### src/hdl/asop_defines.svh
// Constants of the converter serial output port: counts, widths and reset values.
// Assumes inclusion by bare name from the package and the design modules.
`ifndef ASOP_DEFINES_SVH
`define ASOP_DEFINES_SVH

// Master clock rising edges between two refreshes of the output register.
`define ASOP_REFRESH_CYCLES 1024
// Self-clocked bit clock: half period in nanoseconds, and in system clock cycles.
`define ASOP_SSC_HALF_NS    40
`define ASOP_CLK_NS         10
`define ASOP_SSC_HALF_CYC   ((`ASOP_SSC_HALF_NS + `ASOP_CLK_NS - 1) / `ASOP_CLK_NS)
// Word widths of the two variants and of one asynchronous frame pair.
`define ASOP_WORD_W         20
`define ASOP_NARROW_BITS    16
`define ASOP_WIDE_BITS      20
`define ASOP_AC_BITS        22
`define ASOP_FRAME_W        24
// Buffer depth in words.
`define ASOP_FIFO_DEPTH     32
// Reset values of the serial pins.
`define ASOP_LINE_IDLE      1'b1
`define ASOP_READY_N_RST    1'b1

`endif

### src/hdl/asop_pkg.sv
// Types shared by the serial output port and its test bench.
// Assumes the constants header is on the include path.
`include "asop_defines.svh"

package asop_pkg;

  // Output framing, Gray-coded along the pin order.
  typedef enum logic [1:0]
  {
    ASOP_SELF_CLOCKED = 2'h0,
    ASOP_EXT_CLOCKED  = 2'h1,
    ASOP_ASYNC_CHAR   = 2'h3
  } asop_mode_e;

  // Shift sequencer states, Gray-coded.
  typedef enum logic [1:0]
  {
    ASOP_IDLE  = 2'h0,
    ASOP_SHIFT = 2'h1,
    ASOP_DONE  = 2'h3
  } asop_state_e;

  typedef logic [`ASOP_WORD_W-1:0]  asop_word_t;
  typedef logic [`ASOP_FRAME_W-1:0] asop_frame_t;

endpackage

### src/hdl/asop_fifo_if.sv
// Valid/ready carrier between the port logic and its word buffer.
// Assumes both ends share one clock.
`timescale 1ns/1ps
`default_nettype none

interface asop_fifo_if #(parameter int WIDTH = 20);
  logic [WIDTH-1:0] in_data;
  logic             in_valid;
  logic             in_ready;
  logic [WIDTH-1:0] out_data;
  logic             out_valid;
  logic             out_ready;

  modport buffer (input in_data, in_valid, out_ready, output in_ready, out_data, out_valid);
  modport user   (output in_data, in_valid, out_ready, input in_ready, out_data, out_valid);
endinterface

`default_nettype wire

### src/hdl/asop_fifo.sv
// Word buffer between conversion refresh and serial readout.
// Assumes one clock and a reset already synchronised.
`timescale 1ns/1ps
`default_nettype none

module asop_fifo #(
  parameter int WIDTH = 20,
  parameter int DEPTH = 32
) (
  // Clock and reset.
  input  wire logic   clk,
  input  wire logic   rst_n,
  // Both sides of the buffer.
  asop_fifo_if.buffer fif
);
  localparam int AW = $clog2(DEPTH);

  logic [WIDTH-1:0] mem [DEPTH];
  logic [AW-1:0]    wr_ptr_r;
  logic [AW-1:0]    rd_ptr_r;
  logic [AW:0]      count_r;
  logic             push;
  logic             pop;

  // Full and empty come from the count, so back-pressure is exact.
  assign fif.in_ready  = (count_r != (AW+1)'(DEPTH));
  assign fif.out_valid = (count_r != '0);
  assign fif.out_data  = mem[rd_ptr_r];
  assign push          = fif.in_valid && fif.in_ready;
  assign pop           = fif.out_valid && fif.out_ready;

  // Storage array; written only on an accepted push.
  always_ff @(posedge clk)
  begin
    if (push)
    begin
      mem[wr_ptr_r] <= fif.in_data;
    end
  end

  // Pointers wrap naturally because the depth is a power of two.
  always_ff @(posedge clk or negedge rst_n)
  begin
    if (!rst_n)
    begin
      wr_ptr_r <= '0;
      rd_ptr_r <= '0;
      count_r  <= '0;
    end
    else
    begin
      if (push)
      begin
        wr_ptr_r <= wr_ptr_r + 1'b1;
      end
      if (pop)
      begin
        rd_ptr_r <= rd_ptr_r + 1'b1;
      end
      if (push && !pop)
      begin
        count_r <= count_r + 1'b1;
      end
      else if (pop && !push)
      begin
        count_r <= count_r - 1'b1;
      end
    end
  end
endmodule

`default_nettype wire

### src/hdl/asop_port.sv
// Serial output port of a sigma-delta converter: refresh, buffer, ready flag, framing.
// Assumes clk at 100 MHz; all pins except conv_word are asynchronous to clk.
//
// How it works
// RULE1: Ready goes low when output register refreshes.
// RULE2: Words move out only while select low.
// RULE3: Word appears bit by bit on line.
// RULE4: Mode pins choose framing; variant limits choices.
// RULE5: Self-clocked mode drives bit clock with data.
// RULE6: Other modes take bit clock from reader.
// RULE7: Wide variant lacks asynchronous character mode.
// RULE8: Characters get start bit, two stops.
// RULE9: Self-clocked mode runs on select alone.
// RULE10: Word is twenty or sixteen bits wide.
// RULE11: New word every 1024 master clocks.
// RULE12: Ready falls only after previous word read.
// RULE13: Word goes as two eleven-bit characters.
// RULE14: Most significant first; pins released when deselected.
`timescale 1ns/1ps
`default_nettype none
`include "asop_defines.svh"

module asop_port (
  // System clock and asynchronous reset.
  input  wire logic                    clk,
  input  wire logic                    reset_n,
  // Converter core side.
  input  wire logic                    master_clock_in,
  input  wire logic [`ASOP_WORD_W-1:0] conv_word,
  output var  logic                    conv_ready,
  // Straps and selects from pins.
  input  wire logic [1:0]              mode_sel,
  input  wire logic                    wide_variant,
  input  wire logic                    select_n,
  // Serial pins: bit clock as in, out and enable; data as out and enable; ready flag out.
  input  wire logic                    serial_clk_in,
  output var  logic                    serial_clk_out,
  output var  logic                    serial_clk_oe,
  output var  logic                    serial_out_line,
  output var  logic                    serial_out_oe,
  output var  logic                    word_ready_n
);

  // ****************************************************************
  // Helpers
  // ****************************************************************

  // Bit reversal, so each character leaves least significant first.
  function automatic logic [7:0] asop_rev8(input logic [7:0] b);
    logic [7:0] r;
    r = '0;
    for (int i = 0; i < 8; i++)
    begin
      r[i] = b[7-i];
    end
    return r;
  endfunction

  // Builds the shift image of one word for the chosen framing.
  function automatic asop_pkg::asop_frame_t asop_frame(input asop_pkg::asop_word_t w,
                                                       input asop_pkg::asop_mode_e m,
                                                       input logic wide);
    asop_pkg::asop_frame_t f;
    f = '0;
    if (m == asop_pkg::ASOP_ASYNC_CHAR)
    begin
      f = {1'b0, asop_rev8(w[15:8]), 2'h3, 1'b0, asop_rev8(w[7:0]), 2'h3, 2'h3}; // RULE8 RULE13
    end
    else if (wide)
    begin
      f = {w, 4'h0}; // RULE10 RULE14
    end
    else
    begin
      f = {w[15:0], 8'h00}; // RULE10 RULE14
    end
    return f;
  endfunction

  // ****************************************************************
  // Reset release and pin synchronisers
  // ****************************************************************

  logic       rst_meta_r;
  logic       rst_n_r;
  logic [5:0] pin_meta_r;
  logic [5:0] pin_sync_r;
  logic       mclk_d_r;
  logic       sclk_d_r;
  logic       serial_clk_s;

  // Reset is released through two flip-flops.
  always_ff @(posedge clk or negedge reset_n)
  begin
    if (!reset_n)
    begin
      rst_meta_r <= 1'b0;
      rst_n_r    <= 1'b0;
    end
    else
    begin
      rst_meta_r <= 1'b1;
      rst_n_r    <= rst_meta_r;
    end
  end

  // Two stages per pin; logic reads the second stage, and for the two clocks also a delayed copy of it.
  always_ff @(posedge clk or negedge rst_n_r)
  begin
    if (!rst_n_r)
    begin
      pin_meta_r <= 6'h10;
      pin_sync_r <= 6'h10;
      mclk_d_r   <= 1'b0;
      sclk_d_r   <= 1'b0;
    end
    else
    begin
      pin_meta_r <= {serial_clk_in, select_n, wide_variant, mode_sel, master_clock_in};
      pin_sync_r <= pin_meta_r;
      mclk_d_r   <= pin_sync_r[0];
      sclk_d_r   <= pin_sync_r[5];
    end
  end

  // The reader's bit clock rides in the top bit of the pin synchroniser.
  assign serial_clk_s = pin_sync_r[5];

  logic                 mclk_rise;
  logic                 ext_rise;
  logic                 ext_fall;
  logic                 sel_low;
  logic                 wide;
  asop_pkg::asop_mode_e mode;

  // The wide variant has no character mode, so that code falls back to external clocking.
  always_comb
  begin
    mclk_rise = pin_sync_r[0] && !mclk_d_r;
    ext_rise  = serial_clk_s && !sclk_d_r; // RULE6
    ext_fall  = !serial_clk_s && sclk_d_r; // RULE6
    sel_low   = !pin_sync_r[4];
    wide      = pin_sync_r[3];
    if (!pin_sync_r[2] && !pin_sync_r[1])
    begin
      mode = asop_pkg::ASOP_SELF_CLOCKED; // RULE4
    end
    else if (!pin_sync_r[2] || wide)
    begin
      mode = asop_pkg::ASOP_EXT_CLOCKED; // RULE4 RULE7
    end
    else
    begin
      mode = asop_pkg::ASOP_ASYNC_CHAR; // RULE4
    end
  end

  // ****************************************************************
  // Refresh timer and word buffer
  // ****************************************************************

  logic [9:0] refresh_cnt_r;
  logic       refresh;

  asop_fifo_if #(.WIDTH(`ASOP_WORD_W)) fif ();

  assign refresh = mclk_rise && (refresh_cnt_r == 10'(`ASOP_REFRESH_CYCLES - 1));

  // One word enters the buffer per refresh period of the master clock.
  always_ff @(posedge clk or negedge rst_n_r)
  begin
    if (!rst_n_r)
    begin
      refresh_cnt_r <= 10'h000;
      conv_ready    <= 1'b0;
    end
    else
    begin
      if (mclk_rise)
      begin
        refresh_cnt_r <= refresh_cnt_r + 10'h001; // RULE11
      end
      conv_ready <= fif.in_ready;
    end
  end

  // A refresh that meets a full buffer is lost; conv_ready shows that risk.
  assign fif.in_valid = refresh; // RULE11
  assign fif.in_data  = conv_word;

  asop_fifo #(.WIDTH(`ASOP_WORD_W), .DEPTH(`ASOP_FIFO_DEPTH)) u_fifo
  (
    .clk   (clk),
    .rst_n (rst_n_r),
    .fif   (fif)
  );

  // ****************************************************************
  // Output register and ready flag
  // ****************************************************************

  asop_pkg::asop_word_t  out_word_r;
  logic                  out_full_r;
  logic                  word_read;
  asop_pkg::asop_state_e state_r;

  assign fif.out_ready = !out_full_r;

  // The next word waits in the buffer until the last one left the port.
  always_ff @(posedge clk or negedge rst_n_r)
  begin
    if (!rst_n_r)
    begin
      out_word_r   <= '0;
      out_full_r   <= 1'b0;
      word_ready_n <= `ASOP_READY_N_RST;
    end
    else
    begin
      if (!out_full_r && fif.out_valid)
      begin
        out_word_r   <= fif.out_data;
        out_full_r   <= 1'b1;
        word_ready_n <= 1'b0; // RULE1 RULE12
      end
      else if (word_read)
      begin
        out_full_r   <= 1'b0;
        word_ready_n <= 1'b1; // RULE12
      end
    end
  end

  // ****************************************************************
  // Shift sequencer
  // ****************************************************************

  asop_pkg::asop_frame_t shreg_r;
  asop_pkg::asop_mode_e  run_mode_r;
  logic [4:0]            bit_cnt_r;
  logic [4:0]            total;
  logic [2:0]            div_cnt_r;
  logic                  tick;
  logic                  rise_ev;
  logic                  fall_ev;

  // Self-clocked rate: toggle enable from a divider of the system clock.
  assign tick    = (div_cnt_r == 3'(`ASOP_SSC_HALF_CYC - 1));
  assign rise_ev = (run_mode_r == asop_pkg::ASOP_SELF_CLOCKED) ? (tick && !serial_clk_out)
                                                               : ext_rise; // RULE5 RULE9
  assign fall_ev = (run_mode_r == asop_pkg::ASOP_SELF_CLOCKED) ? (tick && serial_clk_out)
                                                               : ext_fall;
  assign total   = (run_mode_r == asop_pkg::ASOP_ASYNC_CHAR) ? 5'(`ASOP_AC_BITS) :
                   wide ? 5'(`ASOP_WIDE_BITS) : 5'(`ASOP_NARROW_BITS); // RULE10
  assign word_read = (state_r == asop_pkg::ASOP_SHIFT) && sel_low &&
                     (((run_mode_r == asop_pkg::ASOP_ASYNC_CHAR) && rise_ev &&
                       (bit_cnt_r == total - 5'h01)) ||
                      ((run_mode_r != asop_pkg::ASOP_ASYNC_CHAR) && fall_ev &&
                       (bit_cnt_r == total)));

  // Divider runs whenever the sequencer is in ASOP_SHIFT, whatever the framing.
  always_ff @(posedge clk or negedge rst_n_r)
  begin
    if (!rst_n_r)
    begin
      div_cnt_r <= 3'h0;
    end
    else if (state_r != asop_pkg::ASOP_SHIFT || tick)
    begin
      div_cnt_r <= 3'h0;
    end
    else
    begin
      div_cnt_r <= div_cnt_r + 3'h1;
    end
  end

  // Deselecting mid-word abandons it; the word stays and restarts from its first bit.
  always_ff @(posedge clk or negedge rst_n_r)
  begin
    if (!rst_n_r)
    begin
      state_r        <= asop_pkg::ASOP_IDLE;
      shreg_r        <= '1;
      run_mode_r     <= asop_pkg::ASOP_SELF_CLOCKED;
      bit_cnt_r      <= 5'h00;
      serial_clk_out <= 1'b0;
    end
    else
    begin
      unique case (state_r)
        asop_pkg::ASOP_IDLE:
        begin
          serial_clk_out <= 1'b0;
          if (sel_low && out_full_r) // RULE2
          begin
            shreg_r    <= asop_frame(out_word_r, mode, wide);
            run_mode_r <= mode;
            bit_cnt_r  <= 5'h00;
            state_r    <= asop_pkg::ASOP_SHIFT;
          end
        end
        asop_pkg::ASOP_SHIFT:
        begin
          if (!sel_low)
          begin
            state_r <= asop_pkg::ASOP_IDLE; // RULE2
          end
          else if (word_read)
          begin
            serial_clk_out <= 1'b0;
            shreg_r        <= '1;
            state_r        <= asop_pkg::ASOP_DONE;
          end
          else if (run_mode_r == asop_pkg::ASOP_ASYNC_CHAR)
          begin
            if (rise_ev)
            begin
              shreg_r   <= {shreg_r[`ASOP_FRAME_W-2:0], 1'b1}; // RULE3 RULE6
              bit_cnt_r <= bit_cnt_r + 5'h01;
            end
          end
          else if (rise_ev)
          begin
            serial_clk_out <= (run_mode_r == asop_pkg::ASOP_SELF_CLOCKED); // RULE5
            bit_cnt_r      <= bit_cnt_r + 5'h01;
          end
          else if (fall_ev)
          begin
            serial_clk_out <= 1'b0;
            shreg_r        <= {shreg_r[`ASOP_FRAME_W-2:0], 1'b1}; // RULE3 RULE14
          end
        end
        asop_pkg::ASOP_DONE:
        begin
          if (!sel_low)
          begin
            state_r <= asop_pkg::ASOP_IDLE;
          end
        end
        default:
        begin
          state_r <= asop_pkg::ASOP_IDLE;
        end
      endcase
    end
  end

  // Pin drivers are registered; pins float whenever select is high.
  always_ff @(posedge clk or negedge rst_n_r)
  begin
    if (!rst_n_r)
    begin
      serial_out_line <= `ASOP_LINE_IDLE;
      serial_out_oe   <= 1'b0;
      serial_clk_oe   <= 1'b0;
    end
    else
    begin
      serial_out_oe   <= sel_low; // RULE14
      serial_clk_oe   <= sel_low && (mode == asop_pkg::ASOP_SELF_CLOCKED); // RULE5 RULE6
      serial_out_line <= (state_r == asop_pkg::ASOP_SHIFT) ? shreg_r[`ASOP_FRAME_W-1]
                                                           : `ASOP_LINE_IDLE; // RULE3
    end
  end

endmodule

`default_nettype wire

### config.mk
export PLATFORM = sky130hd
export DESIGN_NAME = asop_port
export DESIGN_NICKNAME = d
export VERILOG_FILES = /design/src/hdl/asop_pkg.sv /design/src/hdl/asop_fifo_if.sv /design/src/hdl/asop_fifo.sv /design/src/hdl/asop_port.sv
export VERILOG_INCLUDE_DIRS = /design/src /design/src/hdl
export SDC_FILE = /design/constraint.sdc
export NUM_CORES = 1
export LEC_CHECK = 0
export ABC_AREA = 1
export BUFFER_PORTS_ARGS = -buffer_cell sky130_fd_sc_hd__clkbuf_2
export CORE_ASPECT_RATIO = 1.1
export CORE_UTILIZATION = 41
export DETAILED_ROUTE_END_ITERATION = 7
export PLACE_DENSITY = 0.63
export SYNTH_ARGS = -nofsm -noshare
export SYNTH_HDL_FRONTEND = slang
export SYNTH_SLANG_ARGS = --single-unit
### constraint.sdc
create_clock -name clk -period 5.5 [get_ports clk]
set_clock_uncertainty 0.15 [all_clocks]
set_input_delay 1.1 -clock clk [delete_from_list [all_inputs] [get_ports clk]]
set_output_delay 1.1 -clock clk [all_outputs]
set_load 0.01 [all_outputs]
==> run metrics, run 1 <==
vias in the first global route=19600; via count=20000; crit-path max FO=31; GRT Overall Usage=0.211; Die X-Extent=262 um; Vert. Die Dim=288 um; Slew @ Worst Pin=1.30 ns; post-CTS setup repair buffer count=0; area of the mapped netlist=0.0305 mm2; area leader, netlist=edfxtp_1; setup_tns=0 ns; Hold Crit Class=flop to async pin; CP startpoint kind=flop; drt pass-1 iters=6; Final ANT Viol Nets=0; Crit. End Element=flop; Comb pwr share=0.014; run status=finished clean; final setup margin=1.98 ns; crit-path cells=inv_1 > nand2_1 > inv_1 > nand2_1 > o22ai_1 > inv_1 > nand2_1 > buf_4 > inv_1 > o21ai_0 > nand2_1; largest net degree at the start of global routing=174; die area=0.0754 mm2; PD cells=346 mW/mm2; diode count=0; # setup viols final=0; CP delay by family, top=buffers and inverters; Worst EP required=5.91 ns; Peak VDD IR=0.224 mV; worst skew pair latency=0.63 ns; grt total ovfl=0; distinct cell type count after synthesis=42; Clock Power Share=0.463; CTS HTree Levels=3; P_int=9.48 mW; Syn Inst Count=2591; port bufs=33; CTS tree=yes; FFs w/ async S/R, synth=0.141; static leakage=12.1 nW; nets@finish=2640; synth warn=0; clock sink count=745; Crit-path slowest cell=nand2_1; Critical path buffers and inverters=5; I/O pin total=34; vias per cell=5.53; CP peak stage delay=0.68 ns; Yosys top cell area share=0.631; Layout area overhead=12.6%; final instance area=0.0343 mm2; crit path time final=3.52 ns; number of fillers in the final layout=6533; fraction of layout cells with a size suffix above 1=0.106; slew margin rel.=0.129; MaxCap Viol Count=0; worst slack, placed=2.03 ns; number of synthesized flops with an enable pin=640; DP Area=0.0316 mm2; DR WL/cell=21.9 um; first-pass GRT wire length=119 mm; GPL Wtd Cong=0.918; Sw Share=0.201; Synth area leaders=edfxtp_1, dfrtp_1, nor2_1; Root Buffer=clkbuf_16; clock slew seen by the registers of the worst setup and hold paths=0.06 ns; initial antenna violation count=0; Core Footprint=0.0734 mm2; type of the worst setup path=flop to flop; FP Rows=104; unrepaired setup endpoints after global routing=no; effective utilization at floorplan=0.415; flops & latches, synth=745; DRC viols=0; final hold violations=0; Final Cycle Share=0.640; Avg Cell Area, Syn=11.8 um2; max frequency=284 MHz; CTS Buf Count=77; net switching power=2.38 mW; sequential share of power=0.523; maximum buffer depth of the clock tree=3; sequential fraction of the synthesis area=0.718; post-DP HPWL=45.2 mm; WP data arrival=3.92 ns; Most used DFF post-synth=edfxtp_1; syn nets=2634; Pins Over Slew Limit=0; routed wire length=79.0 mm; drt initial violations=2056; CTS resizes=0; post-cts hold buffer count=0
## cell type report
class                           instances  area (um2)  area share
Sequential cell                       745       21900       0.638
Clock inverter                         48         631      0.0184
Tap cell                              954        1190      0.0348
Inverter                              116         443      0.0129
Multi-Input combinational cell       1580        7550       0.220
Timing Repair Buffer                   77         520      0.0152
Clock buffer                           95        2070      0.0603
## synthesized netlist by cell type (all sizes together) (2+ instances only)
master	count
a21oi	46
a22oi	3
a32oi	4
buf	55
clkbuf	95
clkinv	3
dfrtp	77
dfstp	28
edfxtp	640
ha	14
inv	113
nand2	403
nand3	166
nand4	5
nor2	422
nor3	6
o211ai	84
o21ai	342
o221ai	2
o22ai	45
or2	10
xnor2	7
xor2	13
## flip-flops by register name, summed over array words and instances, names as in the netlist, 2 cells and up
signal,cells
pin_sync_r,6
u_fifo.count_r,6
shreg_r,24
state_r,2
u_fifo.mem,640
div_cnt_r,3
pin_meta_r,6
out_word_r,20
refresh_cnt_r,10
bit_cnt_r,5
run_mode_r,2
u_fifo.wr_ptr_r,5
u_fifo.rd_ptr_r,5
## final timing paths
check                           startpoint                  to  slack [ns]  depth (start not counted)
worst max register to register  state_r[1]         shreg_r[21]        1.98                         11
worst min-delay path               rst_n_r  u_fifo.rd_ptr_r[4]         0.1                          0
worst max-delay path            state_r[1]         shreg_r[21]        1.98                         11
max in group asynchronous          rst_n_r      out_word_r[11]        3.69                          1
worst min register to register     rst_n_r  u_fifo.rd_ptr_r[4]         0.1                          0
min in group clk                rst_meta_r             rst_n_r        0.20                          0
## worst register-to-register path: stages, from the launching register on
cell	delay (ns)
dfrtp_1	0.35
inv_1	0.08
nand2_1	0.68
inv_1	0.61
nand2_1	0.23
o22ai_1	0.09
inv_1	0.13
nand2_1	0.06
buf_4	0.21
inv_1	0.54
o21ai_0	0.23
nand2_1	0.11
## routing by layer
layer | vias up | track usage | part of all wire
li1 | 9157 | - | -
met1 | 9914 | 0.275 | 0.41
met2 | 778 | 0.347 | 0.48
met3 | 157 | 0.0285 | 0.064
met4 | 0 | 0.103 | 0.045
met5 | - | 0 | 0
## placed cells by master, fill, tap and decap left out, types with 28 or more instances in the layout
cell / netlist / final
clkbuf_2: 0 / 33
inv_1: 111 / 111
nand2_1: 397 / 397
o211ai_1: 84 / 84
nand3_1: 166 / 166
dfstp_2: 28 / 28
buf_4: 6 / 42
o21ai_0: 299 / 299
clkbuf_16: 0 / 80
a21oi_1: 46 / 46
nor2_1: 420 / 388
o21ai_1: 43 / 43
nor2_2: 1 / 32
o22ai_1: 45 / 45
dfrtp_1: 77 / 73
edfxtp_1: 640 / 640
## power by group through the flow
stage | Clock (mW) | Combinational, mW | Sequential [mW]
2_1_floorplan | 0 | 0.0518 | 6.31
3_3_place_gp | 0 | 0.163 | 6.31
3_5_place_dp | 0 | 0.171 | 6.31
4_1_cts | 5.58 | 0.171 | 6.20
5_1_grt | 5.77 | 0.185 | 6.20
6_report | 5.49 | 0.168 | 6.20
## metrics by stage
| stage | hold WS [ns] | std cells | utilization | total power, mW |
|---|---|---|---|---|
| after CTS | 0.0786 | 3615 | 0.467 | 11.9 |
| after global placement | 0.105 | 3472 | 0.431 | 6.47 |
| after detailed placement | 0.113 | 3472 | 0.431 | 6.48 |
| after floorplan | 0.181 | 2591 | - | 6.36 |
| final | 0.0990 | 3615 | 0.467 | 11.9 |
| after global routing | 0.0991 | 3615 | 0.467 | 12.2 |
## logic make-up (layout without fill, tap and decap cells)
family | after synthesis | after routing | synth area share
AOI/OAI and AO/OA | 528 | 528 | 0.0966
and+or+nand+nor | 1015 | 1015 | 0.136
xor gates and xnor gates | 20 | 20 | 0.00575
buffers and inverters | 266 | 336 | 0.0368
muxes | 1 | 1 | 0.000370
other | 1 | 1 | 0.000123
adders and majority gates | 15 | 15 | 0.00641
DFF | 745 | 745 | 0.718
Note: power is estimated with default switching activity, not from simulation.
==> inputs of run 2 (changes only) <==
clock period = 3.45 ns   (was 5.5 ns; I/O delays follow)
==> run 2 against run 1 <==
  * Worst setup slack got worse by 1.4 ns
  * Register-to-register slack got worse by 1.4 ns
  * Sequential power increased by 60%
  * Die area unchanged
  * Non-clock buffer count increased by 37
  * Combinational power increased by 49%
  * Total power increased by 59%
  * Flip-flop and latch count unchanged
  * Clock power increased by 59%
  * Clock-buffer cell count increased by 7
  * Final cell count increased by 1.2%
  * Critical path type unchanged
==> run metrics, run 2 (same netlist as run 1, synthesis figures left out) <==
commonest cells after routing, fill and taps aside=edfxtp_1, nand2_1, nor2_1; type of the worst setup path=flop to flop; MaxCap Viol Count=0; first-pass GRT wire length=118 mm; CP startpoint kind=flop; drt pass-1 iters=5; post-cts hold buffer count=6; CTS HTree Levels=3; WP data arrival=3.32 ns; Placed Instances=3503; maximum buffer depth of the clock tree=3; worst slack, placed=0.548 ns; vias in the first global route=19800; final core utilization=0.473; top flop regs=u_fifo.mem x640, shreg_r x24, out_word_r x20; register bank with the most flops=u_fifo.mem; CTS tree=yes; Die X-Extent=262 um; unrepaired setup endpoints after global routing=no; effective utilization at floorplan=0.415; max frequency=344 MHz; port bufs=33; clock slew seen by the registers of the worst setup and hold paths=0.06 ns; PD cells=544 mW/mm2; static leakage=12.4 nW; run status=finished clean; P_int=15.1 mW; FP Rows=104; crit path time final=2.91 ns; largest net degree at the start of global routing=123; post-DP HPWL=44.1 mm; crit-path cells=ha_1 > nand2_1 > nor2_4 > nand2_2 > nor3_4 > nand2_2 > nor3_4 > ha_1 > inv_1 > ha_1 > nand3_1 > nand3_1 > nand2_1 > nand2_1 > a21oi_1 > xnor2_1 > nand2_1 > nand2_1; vias per cell=5.52; nets@finish=2681; fraction of layout cells with a size suffix above 1=0.112; max FFs per register=640; grt total ovfl=0; routed wire length=77.8 mm; Peak VDD IR=0.344 mV; CP delay by family, top=simple AND/OR/NAND/NOR gates; via count=20200; Crit-path slowest cell=dfrtp_1; Hold Crit Class=input port to flop; Comb pwr share=0.013; Vert. Die Dim=288 um; diode count=0; GPL Wtd Cong=0.855; sequential share of power=0.524; drt initial violations=2149; Clock Power Share=0.463; setup_tns=0 ns; most frequent cell on the critical path=nand2_1; Root Buffer=clkbuf_16; CP peak stage delay=0.39 ns; Sw Share=0.202; worst skew pair latency=0.65 ns; clock sink count=745; initial antenna violation count=0; Slew @ Worst Pin=1.05 ns; die area=0.0754 mm2; CTS Buf Count=81; Critical path buffers and inverters=1; Layout Cells excl Fill=3659; DR WL/cell=21.3 um; Final ANT Viol Nets=0; Final Cycle Share=0.843; Final Hold Slack=0.0364 ns; Pins Over Slew Limit=0; CTS resizes=0; post-CTS setup repair buffer count=0; DRC viols=0; slew margin rel.=0.297; final setup margin=0.543 ns; net switching power=3.81 mW; final hold violations=0; Layout area overhead=13.9%; most common cell after layout, fill and taps aside=edfxtp_1; Core Footprint=0.0734 mm2; crit-path max FO=5; I/O pin total=34; FF+latch area=0.0219 mm2; area occupied by multi-input gates=0.00755 mm2; GRT Overall Usage=0.208; Crit. End Element=flop; Worst EP required=3.86 ns; number of fillers in the final layout=6457; # setup viols final=0
-- run 2: through the flow --
step / power, mW / cell area [um2]
3_3_place_gp: 10.3 / 31900
6_report: 18.9 / 34700
3_5_place_dp: 10.3 / 31900
2_1_floorplan: 10.1 / 30500
4_1_cts: 19.0 / 34700
5_1_grt: 19.4 / 34700
-- run 2: power groups by stage --
stage	clock [mW]	combinational (mW)	sequential (mW)
4_1_cts	8.88	0.255	9.89
2_1_floorplan	0	0.0826	10.1
5_1_grt	9.22	0.277	9.89
3_5_place_dp	0	0.248	10.1
3_3_place_gp	0	0.237	10.1
6_report	8.74	0.251	9.89
-- run 2: final timing paths --
kind,from,end,slack (ns),cells after the start
worst max-delay path,refresh_cnt_r[0],u_fifo.count_r[5],0.54,18
worst min-delay path,wide_variant,pin_meta_r[3],0.04,1
worst max register to register,refresh_cnt_r[0],u_fifo.count_r[5],0.54,18
worst min register to register,rst_meta_r,rst_n_r,0.20,0
max in group asynchronous,rst_n_r,shreg_r[10],2.12,1
min in group asynchronous,reset_n,rst_meta_r,0.24,2
-- run 2: per-layer routing --
layer	part of all wire	global-route usage	vias to the layer above
li1	-	-	9239
met2	0.49	0.348	758
met4	0.033	0.0736	0
met5	0	0	-
met3	0.067	0.0337	142
met1	0.41	0.274	10100
-- run 2: final cells by class --
type                    instances  area share
clock inverters                48      0.0163
multi-input cells            1580       0.218
clock buffers                 102      0.0616
inverters                     116      0.0128
repair buffers                114      0.0267
flip-flops and latches        745       0.631
well taps                     954      0.0344
-- run 2: worst reg2reg max path: stages, from the launching register on --
cell and delay, ns:
dfrtp_1 0.39, ha_1 0.21, nand2_1 0.10, nor2_4 0.12, nand2_2 0.08, nor3_4 0.16
nand2_2 0.10, nor3_4 0.13, ha_1 0.20, inv_1 0.12, ha_1 0.34, nand3_1 0.11
nand3_1 0.09, nand2_1 0.08, nand2_1 0.05, a21oi_1 0.15, xnor2_1 0.14, nand2_1 0.07
nand2_1 0.06
==> inputs of run 3 (changes only) <==
clock period = 2.9 ns   (was 3.45 ns; I/O delays follow)
==> run 3 against run 2 <==
  * Via count decreased by 0.91%
  * Register-to-register slack lost 0.41 ns
  * Largest power group unchanged
  * Utilization up 0.065 points
  * Clock power grew 12%
==> run metrics, run 3 (same netlist as run 1, synthesis figures left out) <==
commonest cells after routing, fill and taps aside=edfxtp_1, nand2_1, nor2_1; crit path time final=2.77 ns; final core utilization=0.474; register bank with the most flops=u_fifo.mem; Slew @ Worst Pin=1.03 ns; DRC viols=0; sequential share of power=0.537; area occupied by multi-input gates=0.00763 mm2; worst skew pair latency=0.64 ns; Core Footprint=0.0734 mm2; Layout area overhead=14.1%; vias per cell=5.48; static leakage=12.3 nW; grt total ovfl=0; Pins Over Slew Limit=0; CP startpoint kind=flop; run status=finished clean; Die X-Extent=262 um; GRT Overall Usage=0.204; Crit. End Element=flop; final hold violations=0; CTS tree=yes; most common cell after layout, fill and taps aside=edfxtp_1; drt initial violations=2175; net switching power=4.37 mW; initial antenna violation count=1; unrepaired setup endpoints after global routing=yes; routed wire length=76.5 mm; crit-path max FO=4; CTS HTree Levels=3; diode count=0; nets@finish=2683; top flop regs=u_fifo.mem x640, shreg_r x24, out_word_r x20; Root Buffer=clkbuf_16; port bufs=33; CTS Buf Count=79; type of the worst setup path=flop to flop; largest net degree at the start of global routing=122; DR WL/cell=20.9 um; FF+latch area=0.0219 mm2; Comb pwr share=0.017; clock sink count=745; Final Hold Slack=0.112 ns; I/O pin total=34; first-pass GRT wire length=116 mm; slew margin rel.=0.313; die area=0.0754 mm2; MaxCap Viol Count=0; max frequency=361 MHz; Peak VDD IR=0.388 mV; max FFs per register=640; drt pass-1 iters=6; via count=20000; setup_tns=0 ns; P_int=17.5 mW; Final Cycle Share=0.955; clock slew seen by the registers of the worst setup and hold paths=0.06 ns; Final ANT Viol Nets=0; vias in the first global route=19100; fraction of layout cells with a size suffix above 1=0.115; Sw Share=0.200; Clock Power Share=0.446; post-DP HPWL=45.2 mm; number of fillers in the final layout=6461; GPL Wtd Cong=0.868; WP data arrival=3.19 ns; maximum buffer depth of the clock tree=3; FP Rows=104; PD cells=629 mW/mm2; # setup viols final=0; effective utilization at floorplan=0.415; Hold Crit Class=input port to async pin; Vert. Die Dim=288 um; Worst EP required=3.32 ns
==> run 3: cell types whose count changed in the layout (fill, tap and decap cells not counted), sizes merged <==
cell / delta
buf: +3
clkbuf: +4
dlygate4sd3: +1
bufinv: -5
clkinv: -9
==> run 3: path summary, 6_finish.rpt <==
| path | from | to | slack [ns] | depth (start not counted) |
|---|---|---|---|---|
| worst max register to register | refresh_cnt_r[1] | u_fifo.count_r[5] | 0.13 | 17 |
| min in group clk | pin_meta_r[0] | pin_sync_r[0] | 0.20 | 0 |
| worst max-delay path | refresh_cnt_r[1] | u_fifo.count_r[5] | 0.13 | 17 |
| worst min-delay path | reset_n | rst_meta_r | 0.11 | 2 |
| max in group asynchronous | rst_n_r | u_fifo.rd_ptr_r[1] | 1.92 | 1 |
| worst min register to register | pin_meta_r[0] | pin_sync_r[0] | 0.20 | 0 |
==> run 3: cell type report <==
| class | count | area share |
|---|---|---|
| Clock inverter | 34 | 0.00878 |
| Inverter | 116 | 0.0127 |
| Tap cell | 954 | 0.0343 |
| Multi-Input combinational cell | 1580 | 0.220 |
| Sequential cell | 745 | 0.630 |
| Timing Repair Buffer | 118 | 0.0319 |
| Clock buffer | 106 | 0.0628 |
==> run 3: stage by stage <==
stage / power [mW] / worst slack (ns) / area, um2 / std cells
global placement: 12.3 / 0.0788 / 32100 / 3503
detailed placement: 12.3 / 0.0636 / 32100 / 3503
CTS: 22.0 / 0.0641 / 34700 / 3650
global route: 22.5 / -0.0942 / 34800 / 3653
finish: 21.9 / 0.129 / 34800 / 3653
floorplan: 12.1 / -0.0100 / 30500 / 2591
==> run 3: what timing repair did <==
item / CTS / global route
resized for setup: 0 / 16
hold buffers: 7 / 0
hold endpoints to repair: 8 / 0
setup buffers: 0 / 3
setup endpoints to repair: 0 / 103
==> run 3: power by group through the flow <==
stage / logic (mW) / clock network [mW] / registers [mW]
global placement: 0.357 / 0 / 12.0
CTS: 0.383 / 9.93 / 11.7
global route: 0.417 / 10.3 / 11.7
finish: 0.379 / 9.75 / 11.7
detailed placement: 0.374 / 0 / 12.0
floorplan: 0.0983 / 0 / 12.0
==> run 3: metal layers <==
metal  vias up  share of wire  routed length, um  global-route usage
li1       9242              -                  -                   -
met1      9914           0.43              32600               0.284
met2       749           0.47              36000               0.319
met3       111          0.075               5730              0.0394
met4         2          0.028               2120              0.0750
met5         -        0.00017                 13                   0
==> run 3: critical path: stages, from the launching register on <==
cell	delay, ns
dfrtp_1	0.38
ha_2	0.21
nand2_2	0.07
nor2_4	0.11
nand2_4	0.07
nor3_4	0.19
nand2_2	0.10
nor3_4	0.20
ha_2	0.21
inv_2	0.06
buf_4	0.14
ha_1	0.29
nand2_1	0.10
nand2_1	0.07
a21oi_2	0.13
xnor2_1	0.13
nand2_1	0.06
nand2_1	0.06
